### src/hw/irq_ctrl_defs.vh
// register offsets, bit positions and reset values of the interrupt enable and flag block
`ifndef IRQ_CTRL_DEFS_VH
`define IRQ_CTRL_DEFS_VH
// byte offsets on the register bus
`define OFS_INTERRUPT_CONTROL 8'h00
`define OFS_PERIPH_ENABLE 8'h04
`define OFS_PERIPH_FLAGS 8'h08
`define OFS_EDGE_CONFIG 8'h0c
`define OFS_PORT_SNAPSHOT 8'h10
// interrupt control bit positions
`define BIT_GLOBAL_EN 7
`define BIT_PERIPH_MASTER_EN 6
`define BIT_TIMER_EN 5
`define BIT_EXT_EN 4
`define BIT_PORT_EN 3
`define BIT_TIMER_FLAG 2
`define BIT_EXT_FLAG 1
`define BIT_PORT_FLAG 0
// edge configuration bit position
`define BIT_EDGE_SELECT 0
// reset values
`define RST_CONTROL 8'h00
`define RST_PERIPH 8'h00
`define RST_EDGE 1'h1
`endif

### src/hw/pin_sync.v
// two flip-flop synchroniser for a group of pin inputs
`timescale 1ns/1ps
module pin_sync #(
	parameter WIDTH = 5
) (
	input wire CLK,
	input wire NRST,
	input wire [WIDTH-1:0] d,
	output wire [WIDTH-1:0] q
);
	// -----------------------------
	// two-stage capture
	// -----------------------------
	reg [WIDTH-1:0] meta_reg; // first stage, read only by second stage
	reg [WIDTH-1:0] sync_reg; // second stage, safe to use
	// shift pins through both stages
	always @(posedge CLK or negedge NRST) begin
		if (!NRST) begin
			meta_reg <= {WIDTH{1'b0}};
			sync_reg <= {WIDTH{1'b0}};
		end else begin
			meta_reg <= d;
			sync_reg <= meta_reg;
		end
	end
	assign q = sync_reg;
endmodule // pin_sync

### src/hw/core_interrupt_enable_flags.v
// interrupt enable, flag and request logic of a small core, with an AHB-Lite register slave
//
// Contract
// - port pin change sets port-change flag
// - flags stay set until software clears
// - separate per-source peripheral enable register
// - peripheral master enable gates peripheral sources
// - flags set regardless of any enable
// - global enable gates every interrupt
// - edge select picks external pin edge
`timescale 1ns/1ps
`include "irq_ctrl_defs.vh"
module core_interrupt_enable_flags #(
	parameter NPERIPH = 8,
	parameter NPORT = 4
) (
	input wire CLK,
	input wire NRST,
	input wire HSEL,
	input wire [31:0] HADDR,
	input wire [1:0] HTRANS,
	input wire HWRITE,
	input wire [2:0] HSIZE,
	input wire [31:0] HWDATA,
	input wire HREADY,
	output reg [31:0] HRDATA,
	output wire HREADYOUT,
	output wire HRESP,
	input wire TIMER_OVERFLOW,
	input wire [NPERIPH-1:0] PERIPH_EVENT,
	input wire EXTERNAL_IRQ_PIN,
	input wire [NPORT-1:0] UPPER_PORT_PINS,
	output wire CORE_IRQ
);
	// -----------------------------
	// registers and state
	// -----------------------------
	reg [7:0] interrupt_control_reg; // enables in high bits, flags in low bits
	reg [7:0] interrupt_control_next;
	reg [NPERIPH-1:0] peripheral_enable_reg; // one enable per peripheral source
	reg [NPERIPH-1:0] periph_flag_reg; // sticky peripheral flags
	reg [NPERIPH-1:0] periph_flag_next;
	reg external_edge_select_reg; // 1 rising, 0 falling
	reg [NPORT-1:0] port_last_reg; // previous synchronised port state
	reg ext_last_reg; // previous synchronised external pin
	reg timer_last_reg; // previous timer overflow level
	reg wr_pend_reg; // write data phase pending
	reg [7:0] wr_addr_reg; // latched write offset
	wire [NPORT:0] pins_sync; // synchronised pins, port high, ext at bit 0
	wire ext_pin;
	wire [NPORT-1:0] port_pins;
	wire port_change;
	wire ext_edge;
	wire timer_event;
	wire addr_phase;
	wire [7:0] rd_addr;
	wire wr_ctrl;
	wire wr_pen;
	wire wr_pflg;
	wire wr_edge;
	wire core_term;
	wire periph_term;

	// -----------------------------
	// pin synchronisation
	// -----------------------------
	// external pin at bit 0, upper port pins above it
	pin_sync #(
		.WIDTH(NPORT + 1)
	) u_sync (
		.CLK(CLK),
		.NRST(NRST),
		.d({UPPER_PORT_PINS, EXTERNAL_IRQ_PIN}),
		.q(pins_sync)
	);
	assign ext_pin = pins_sync[0];
	assign port_pins = pins_sync[NPORT:1];

	// -----------------------------
	// event detection
	// -----------------------------
	// the last-level registers reset to the synchroniser's reset level, so a
	// pin held low through reset gives no false edge when reset lifts
	// remember last pin and timer levels
	always @(posedge CLK or negedge NRST) begin
		if (!NRST) begin
			port_last_reg <= {NPORT{1'b0}};
			ext_last_reg <= 1'b0;
			timer_last_reg <= 1'b0;
		end else begin
			port_last_reg <= port_pins;
			ext_last_reg <= ext_pin;
			timer_last_reg <= TIMER_OVERFLOW;
		end
	end
	// any upper port pin changed state
	assign port_change = |(port_pins ^ port_last_reg);
	// chosen edge of the external pin
	assign ext_edge = external_edge_select_reg ? (ext_pin & ~ext_last_reg)
		: (~ext_pin & ext_last_reg);
	// rising edge of the timer overflow level
	assign timer_event = TIMER_OVERFLOW & ~timer_last_reg;

	// -----------------------------
	// bus slave
	// -----------------------------
	// zero wait states: a read is answered in the data phase straight after
	// its address phase, a write lands at the edge that ends its data phase;
	// transfer size is not decoded, every register is one whole word
	assign HREADYOUT = 1'b1; // zero wait states
	assign HRESP = 1'b0; // always okay
	assign addr_phase = HSEL & HREADY & HTRANS[1];
	assign rd_addr = HADDR[7:0];
	// latch write address phase for the following data phase
	always @(posedge CLK or negedge NRST) begin
		if (!NRST) begin
			wr_pend_reg <= 1'b0;
			wr_addr_reg <= 8'h00;
		end else begin
			wr_pend_reg <= addr_phase & HWRITE;
			if (addr_phase) begin
				wr_addr_reg <= HADDR[7:0];
			end
		end
	end
	// one write strobe per writable register
	assign wr_ctrl = wr_pend_reg & (wr_addr_reg == `OFS_INTERRUPT_CONTROL);
	assign wr_pen = wr_pend_reg & (wr_addr_reg == `OFS_PERIPH_ENABLE);
	assign wr_pflg = wr_pend_reg & (wr_addr_reg == `OFS_PERIPH_FLAGS);
	assign wr_edge = wr_pend_reg & (wr_addr_reg == `OFS_EDGE_CONFIG);
	// read data registered in address phase, unmapped offsets read zero
	always @(posedge CLK or negedge NRST) begin
		if (!NRST) begin
			HRDATA <= 32'h00000000;
		end else if (addr_phase & ~HWRITE) begin
			case (rd_addr)
				`OFS_INTERRUPT_CONTROL: begin
					HRDATA <= {24'h000000, interrupt_control_next};
				end
				`OFS_PERIPH_ENABLE: begin
					HRDATA <= {{(32 - NPERIPH){1'b0}}, peripheral_enable_reg};
				end
				`OFS_PERIPH_FLAGS: begin
					HRDATA <= {{(32 - NPERIPH){1'b0}}, periph_flag_next};
				end
				`OFS_EDGE_CONFIG: begin
					HRDATA <= {31'h00000000, external_edge_select_reg};
				end
				`OFS_PORT_SNAPSHOT: begin
					HRDATA <= {{(32 - NPORT - 1){1'b0}}, port_pins, ext_pin};
				end
				default: begin
					HRDATA <= 32'h00000000;
				end
			endcase
		end
	end

	// -----------------------------
	// control and flag update
	// -----------------------------
	// software writes the control and flag words as plain stored values, so a
	// zero clears a flag; a hardware event in the same cycle wins over a
	// clearing write, so no event is lost, and hardware never lowers a flag
	always @* begin
		interrupt_control_next = interrupt_control_reg;
		periph_flag_next = periph_flag_reg;
		if (wr_ctrl) begin
			// only software lowers a flag, by writing the new value
			interrupt_control_next = HWDATA[7:0];
		end
		if (wr_pflg) begin
			periph_flag_next = HWDATA[NPERIPH-1:0];
		end
		// events set flags whatever the enables hold
		if (port_change) begin
			interrupt_control_next[`BIT_PORT_FLAG] = 1'b1;
		end
		if (ext_edge) begin
			interrupt_control_next[`BIT_EXT_FLAG] = 1'b1;
		end
		if (timer_event) begin
			interrupt_control_next[`BIT_TIMER_FLAG] = 1'b1;
		end
		periph_flag_next = periph_flag_next | PERIPH_EVENT;
	end
	// store control, flags, enables and edge select
	always @(posedge CLK or negedge NRST) begin
		if (!NRST) begin
			interrupt_control_reg <= `RST_CONTROL;
			periph_flag_reg <= {NPERIPH{1'b0}};
			peripheral_enable_reg <= {NPERIPH{1'b0}};
			external_edge_select_reg <= `RST_EDGE;
		end else begin
			interrupt_control_reg <= interrupt_control_next;
			periph_flag_reg <= periph_flag_next;
			if (wr_pen) begin
				peripheral_enable_reg <= HWDATA[NPERIPH-1:0];
			end
			if (wr_edge) begin
				external_edge_select_reg <= HWDATA[`BIT_EDGE_SELECT];
			end
		end
	end

	// -----------------------------
	// interrupt request
	// -----------------------------
	// the request is a pure function of stored bits, so it rises at the very edge
	// that stores the flag and falls as soon as a write clears the cause
	// core sources: enable and flag pairs
	assign core_term =
		(interrupt_control_reg[`BIT_TIMER_EN] & interrupt_control_reg[`BIT_TIMER_FLAG]) |
		(interrupt_control_reg[`BIT_EXT_EN] & interrupt_control_reg[`BIT_EXT_FLAG]) |
		(interrupt_control_reg[`BIT_PORT_EN] & interrupt_control_reg[`BIT_PORT_FLAG]);
	// peripheral sources pass only with the master enable
	assign periph_term = interrupt_control_reg[`BIT_PERIPH_MASTER_EN]
		& (|(peripheral_enable_reg & periph_flag_reg));
	// global enable gates everything
	assign CORE_IRQ = interrupt_control_reg[`BIT_GLOBAL_EN]
		& (core_term | periph_term);
endmodule // core_interrupt_enable_flags

### config.mk
export PLATFORM = sky130hd
export DESIGN_NAME = core_interrupt_enable_flags
export DESIGN_NICKNAME = d
export VERILOG_FILES = /design/src/hw/pin_sync.v /design/src/hw/core_interrupt_enable_flags.v
export VERILOG_INCLUDE_DIRS = /design/src /design/src/hw
export SDC_FILE = /design/constraint.sdc
export NUM_CORES = 1
export LEC_CHECK = 0
export ABC_AREA = 0
export BUFFER_PORTS_ARGS = -buffer_cell sky130_fd_sc_hd__clkbuf_2
export CAP_MARGIN = 20
export CORE_MARGIN = 2
export CORE_UTILIZATION = 47
export DETAILED_ROUTE_END_ITERATION = 6
export MAX_ROUTING_LAYER = met4
export PLACE_DENSITY = 0.8
export SLEW_MARGIN = 15
export SYNTH_ARGS = -nofsm -noshare
export SYNTH_HDL_FRONTEND = slang
export SYNTH_SLANG_ARGS = --single-unit
### constraint.sdc
create_clock -name CLK -period 2.13 [get_ports CLK]
set_clock_uncertainty 0.05 [all_clocks]
set_input_delay 0.426 -clock CLK [delete_from_list [all_inputs] [get_ports CLK]]
set_output_delay 0.426 -clock CLK [all_outputs]
set_load 0.01 [all_outputs]
==> out/qor.csv, run 1 <==
metric,value,unit
Starting Density,49.0,%
CTS tree,done,
Reg2Reg Capture Point,HRDATA[7]$_DFFE_PN0P_,
Post-Syn Instances,224,
area delta synth->final,18.3,%
largest net degree at the start of global routing,24,
cell area after synthesis,2730,sq um
status,"finished, final reports clean",
Max Buffers Root-to-Sink,2,
final worst slack,134,ps
clk sink count,58,
post-synth cell types,45,
maximum operating frequency,0.501,GHz
"commonest non-fill, non-tap cell in the layout",dfrtp_1,
row count,27,
family with the most delay on the worst path,compound AO/OA/AOI/OAI gates,
Post-Route Setup TNS,0,ps
Register-to-Register Path Depth,5,
Critical path destination,CORE_IRQ,
CP Capture Type,primary output,
Final ANT Viol Nets,0,
drt via density,5.34,
R2R setup slack,200,ps
Worst Path Required,1650,ps
TritonCTS Buffers,9,
Core Area,5570,sq um
pre-CTS setup slack,88.3,ps
Worst Path Arrival,1520,ps
Leakage,1.56,nW
GRT Total Usage,21.0,%
Routed WL,5930,um
1st-pass router iterations,4,
maximum vdd drop,0.679,mV
clock root buffer master,clkbuf_8,
post-synth top area share,52.2,%
RSZ-0062 raised after global routing,no,
max_cap viols,0,
crit path kind,flip-flop to primary output,
leading area contributor after synthesis,dfrtp_1,
I/O pins,123,
Crit. path cell count,3,
worst r2r src,wr_addr_reg[3]$_DFFE_PN0P_,
initial antenna violation count,0,
min Tclk post-route,2000,ps
worst-path cell chain,a222oi_1 > a21boi_0 > clkbuf_2,
ant diodes,0,
NumNets Final,374,
CTS H-tree lvls,3,
clk_lat worst skew,340,ps
Mean Syn Cell Area,12.2,sq um
Ys Warns,0,
CP startpoint,interrupt_control_reg[1]$_DFF_PN0_,
initial drt markers,95,
CP bufs+invs,1,
post-synthesis register bit count,58,
Pwr Density,780,nW/um^2
Synth area leaders,"dfrtp_1 (52%), mux2_2 (9.5%), buf_4 (7.4%)",
final setup vio count,0,
post-cts resize count,0,
Die Height,80.3,um
Worst Hold Class,input pin to flip-flop,
first-pass GRT wire length,9540,um
"Seq/Total Area, Yosys",53.2,%
GPL Wtd Cong,0.841,
"Hold Vio Cnt, Final",0,
share of layout cells above drive strength 1,37.8,%
"Slowest-stage cell, CP",a222oi_1,
commonest register cell after synthesis,dfrtp_1,
worst-path maximum fanout,2,
async set or reset register ratio after synthesis,100,%
Detailed Place HPWL,4420,um
final global-route overflow total,0,
detailed-route DRC error count,0,
number of global-route vias before repair,1886,
period utilisation layout,93.7,%
Max Transition Viols Final,0,
Port Buf Inserts,44,
Die Span X,80.3,um
Vias,1938,
clock transition at the registers of the reported paths,70,ps
Post-synth EDFFs,0,
Routed WL per cell,16.3,um
CP startpoint kind,flip-flop,
Die Footprint,6440,sq um
most frequent cells in the layout,"dfrtp_1 (57), clkbuf_2 (44), conb_1 (26)",
CP peak stage delay,460,ps
[worst reg2reg max path: stages (launching register included)]
cell	delay [ps]
dfrtp_1	370
buf_4	140
nor2_1	310
nand3_2	260
mux2_2	350
a221o_1	320
[cell type report]
cell class                      count  area [sq um]
Fill cell                         499          2340
Tap cell                           72          90.1
Timing Repair Buffer               59           348
Multi-Input combinational cell    145          1090
Clock buffer                       11           151
Inverter                           13          48.8
Clock inverter                      5          52.6
Sequential cell                    58          1450
[power by group]
group / internal (mW) / total, mW / switching [mW] / leakage [nW]
Clock: 0.597 / 1.03 / 0.436 / 0.105
Combinational: 0.121 / 0.272 / 0.152 / 0.774
Sequential: 1.17 / 1.22 / 0.0481 / 0.683
Total: 1.89 / 2.52 / 0.636 / 1.56
[stage by stage]
step                cells  power (mW)  instance area, sq um  util, %  hold WS [ps]
floorplan             248        1.40                  2820        -          80.4
global placement      345        1.49                  3010     54.0           282
detailed placement    345        1.51                  3010     54.0           287
CTS                   362        2.55                  3230     57.9           128
global route          363        2.63                  3230     58.0           122
finish                363        2.52                  3230     58.0           142
[synthesized netlist by cell type (4+ instances only)]
cell type,n
a211o_1,6
a221o_1,6
a22o_1,8
a22oi_1,4
a31o_2,4
a31oi_1,9
and2_1,6
buf_4,27
dfrtp_1,57
inv_1,13
mux2_2,23
nand4_1,4
nor2_1,5
nor2b_1,4
xor2_1,4
[kinds of logic (layout without fill, tap and decap cells)]
logic type	after synthesis	after routing	synth area share, %
AO/OA/AOI/OAI	45	45	13.4
flip-flops	58	58	53.2
multiplexers	24	24	9.84
other	2	26	0.275
buffers and inverters	45	88	10.3
XOR/XNOR	4	4	1.28
AND/OR/NAND/NOR	46	46	11.8
[how the worst min path moves through the flow]
stage,to,slack [ps],startpoint,cells past startpoint
final,u_sync.meta_reg[2]$_DFF_PN0_,140,UPPER_PORT_PINS[1],1
after global routing,u_sync.meta_reg[0]$_DFF_PN0_,120,EXTERNAL_IRQ_PIN,1
after CTS,u_sync.meta_reg[2]$_DFF_PN0_,130,UPPER_PORT_PINS[1],1
after detailed placement,u_sync.q[2]$_DFF_PN0_,290,u_sync.meta_reg[2]$_DFF_PN0_,0
after global placement,u_sync.q[0]$_DFF_PN0_,280,u_sync.meta_reg[0]$_DFF_PN0_,0
after floorplan,HRDATA[0]$_DFFE_PN0P_,80,NRST,0
[layer usage]
metal  vias up  share of wire (%)  track usage, %
met5         -                  0               -
met2        76                 50            32.2
li1        900                  -               -
met4         0                1.4            6.78
met1       955                 42            25.7
met3         7                6.4            8.09
[timing repair]
item                                    CTS  global route
buffers inserted                          0             1
endpoints found under the setup margin    0            14
hold buffers                              1             0
hold endpoints to repair                 16             0
(Power assumes the default switching activity.)
==> run 2, diff against run 1 <==
Settings changed: CORE_UTILIZATION 47 to 45, PLACE_DENSITY 0.8 to 0.77.
==> run 2 against run 1 <==
Compared with the run above:
- highest routed layer unchanged
- non-clock buffer count grew 1
- final area grew 1.6%
- largest cell class unchanged
- sequential share of layout area shrank 0.72 points
- die area grew 4.2%
- global-route usage shrank 0.31 points
==> out/qor.csv, run 2 (synthesis gave the netlist of run 1 again) <==
metric,value,unit,change
Worst Path Arrival,2170,ps,+650 ps
row count,28,,+3.7%
clock root buffer master,clkbuf_8,,
Fill cells,513,,+2.8%
CTS H-tree lvls,3,,unchanged
Starting Density,46.4,%,-2.6 points
largest net degree at the start of global routing,28,,+17%
CP startpoint kind,flip-flop,,
Tightest Pin Transition,573,ps,
"commonest non-fill, non-tap cell in the layout",dfrtp_1,,
placed insts,351,,+1.7%
post-cts resize count,0,,unchanged
share of layout cells above drive strength 1,38.4,%,+0.56 points
"Slowest-stage cell, CP",nor4b_4,,
power share of the sequential group,44.8,%,-3.4 points
number of global-route vias before repair,1908,,+1.2%
Reg2Reg Capture Point,HRDATA[6]$_DFFE_PN0P_,,
ant diodes,0,,unchanged
switching part of the total power,23.9,%,-1.3 points
Register-to-Register Path Depth,4,,-1
Final ANT Viol Nets,0,,unchanged
initial antenna violation count,0,,unchanged
Max Transition Viols Final,0,,unchanged
Vias,1957,,+0.98%
Logic pwr share,10.3,%,-0.5 points
maximum vdd drop,0.599,mV,-12%
Core Area,5890,sq um,+5.6%
drt via density,5.33,,-0.12%
Post CTS Setup Buffer Count,0,,unchanged
Hold Buf Count CTS,0,,-1
clock network fraction of design power,44.8,%,+3.8 points
Internal Power,2.07,mW,+9.8%
CP peak stage delay,450,ps,about the same
1st-pass router iterations,4,,unchanged
area delta synth->final,20.2,%,
Rel. slew slack,61.8,%,
I/O pins,123,,unchanged
Die Span X,81.9,um,+2.1%
clk sink count,58,,unchanged
Die Footprint,6710,sq um,+4.2%
final setup vio count,0,,unchanged
switching power,0.652,mW,+2.5%
"Hold Vio Cnt, Final",0,,unchanged
Final Non-Filler Cells,367,,+1.1%
Pwr Density,829,nW/um^2,+6.3%
RSZ-0062 raised after global routing,no,,
detailed-route DRC error count,0,,unchanged
max_cap viols,0,,unchanged
period utilisation layout,94.5,%,+0.83 points
clk_lat worst skew,340,ps,about the same
clock transition at the registers of the reported paths,70,ps,about the same
Detailed Place HPWL,4470,um,+1.1%
TritonCTS Buffers,9,,unchanged
worst-path maximum fanout,6,,+4
most frequent cells in the layout,"dfrtp_1 (57), clkbuf_2 (44), conb_1 (26)",,
first-pass GRT wire length,9640,um,+1.1%
worst r2r src,wr_addr_reg[6]$_DFFE_PN0P_,,
Routed WL,6080,um,+2.5%
final global-route overflow total,0,,unchanged
GPL Wtd Cong,0.849,,+0.89%
Routed WL per cell,16.6,um,+1.4%
min Tclk post-route,2010,ps,+17.6 ps
CTS tree,done,,
GRT Total Usage,20.7,%,-0.31 points
worst-path cell chain,nor4b_4 > nand3_2 > mux2_2 > a221o_1,,
final hold slack,23.7,ps,-118 ps
Die Height,81.9,um,+2.1%
crit path kind,flip-flop to flip-flop,,
Max Buffers Root-to-Sink,2,,unchanged
NumNets Final,375,,+0.27%
maximum operating frequency,0.497,GHz,-0.87%
Worst Hold Class,input pin to async pin,,
Port Buf Inserts,44,,unchanged
Post-Route Setup TNS,0,ps,unchanged
Leakage,1.59,nW,+1.8%
CP Capture Type,flip-flop,,
R2R setup slack,120,ps,-80 ps
initial drt markers,132,,+39%
Worst Path Required,2290,ps,+640 ps
status,"finished, final reports clean",,
run 2: cell types whose count changed in the layout (fill, tap and decap cells not counted):
cell / delta
nor3_4: +1
bufinv_16: +2
clkinvlp_4: -1
clkbuf_8: -2
clkinv_2: -1
dlygate4sd3_1: -1
clkinv_4: +2
nor3_2: -1
buf_4: +2
run 2: power groups by stage:
stage | Clock [mW] | Sequential, mW | Combinational (mW)
floorplan | 0 | 1.23 | 0.178
global placement | 0 | 1.23 | 0.271
detailed placement | 0 | 1.24 | 0.279
CTS | 1.25 | 1.22 | 0.282
global route | 1.29 | 1.23 | 0.314
finish | 1.22 | 1.22 | 0.281
run 2: critical path: cells and delay by family, from the launching register on:
family / cells / cell delay, ps
AO/OA/AOI/OAI: 1 / 330
flip-flops: 1 / 410
multiplexers: 1 / 360
AND/OR/NAND/NOR: 2 / 720
run 2: worst max path at each step:
stage | start | to | cells after the start
4_1_cts | wr_addr_reg[5]$_DFFE_PN0P_ | HRDATA[6]$_DFFE_PN0P_ | 4
3_5_place_dp | HADDR[0] | HRDATA[6]$_DFFE_PN0P_ | 5
3_3_place_gp | HADDR[0] | HRDATA[3]$_DFFE_PN0P_ | 5
6_report | wr_addr_reg[6]$_DFFE_PN0P_ | HRDATA[6]$_DFFE_PN0P_ | 4
2_1_floorplan | wr_addr_reg[6]$_DFFE_PN0P_ | peripheral_enable_reg[0]$_DFFE_PN0P_ | 5
5_1_grt | wr_addr_reg[6]$_DFFE_PN0P_ | HRDATA[6]$_DFFE_PN0P_ | 4
run 2: metal layers:
metal  up-vias  track usage (%)  routed length, um  share of wire, %
li1        900                -                  -                 -
met1       982             23.0               2420                40
met2        66             34.9               3240                53
met3         9             7.03                339               5.6
met4         0             6.67                 84               1.4
met5         -                -                  0                 0
run 2: final cells by class:
type                    count  area, sq um  share of cell area, %
clock buffers               9          124                   3.77
clock inverters             7          118                   3.58
inverters                  13         48.8                   1.49
multi-input cells         145         1100                   33.4
flip-flops and latches     58         1450                   44.2
well taps                  75         93.8                   2.86
repair buffers             60          353                   10.7
run 2: through the flow:
stage / setup WS [ps] / area [sq um] / total power [mW] / utilization (%)
final: 116 / 3290 / 2.72 / 55.8
after global routing: 17.8 / 3290 / 2.83 / 55.8
after CTS: 62.8 / 3280 / 2.75 / 55.7
after detailed placement: 73.7 / 3040 / 1.52 / 51.6
after global placement: 103 / 3040 / 1.50 / 51.6
after floorplan: 298 / 2820 / 1.40 / -
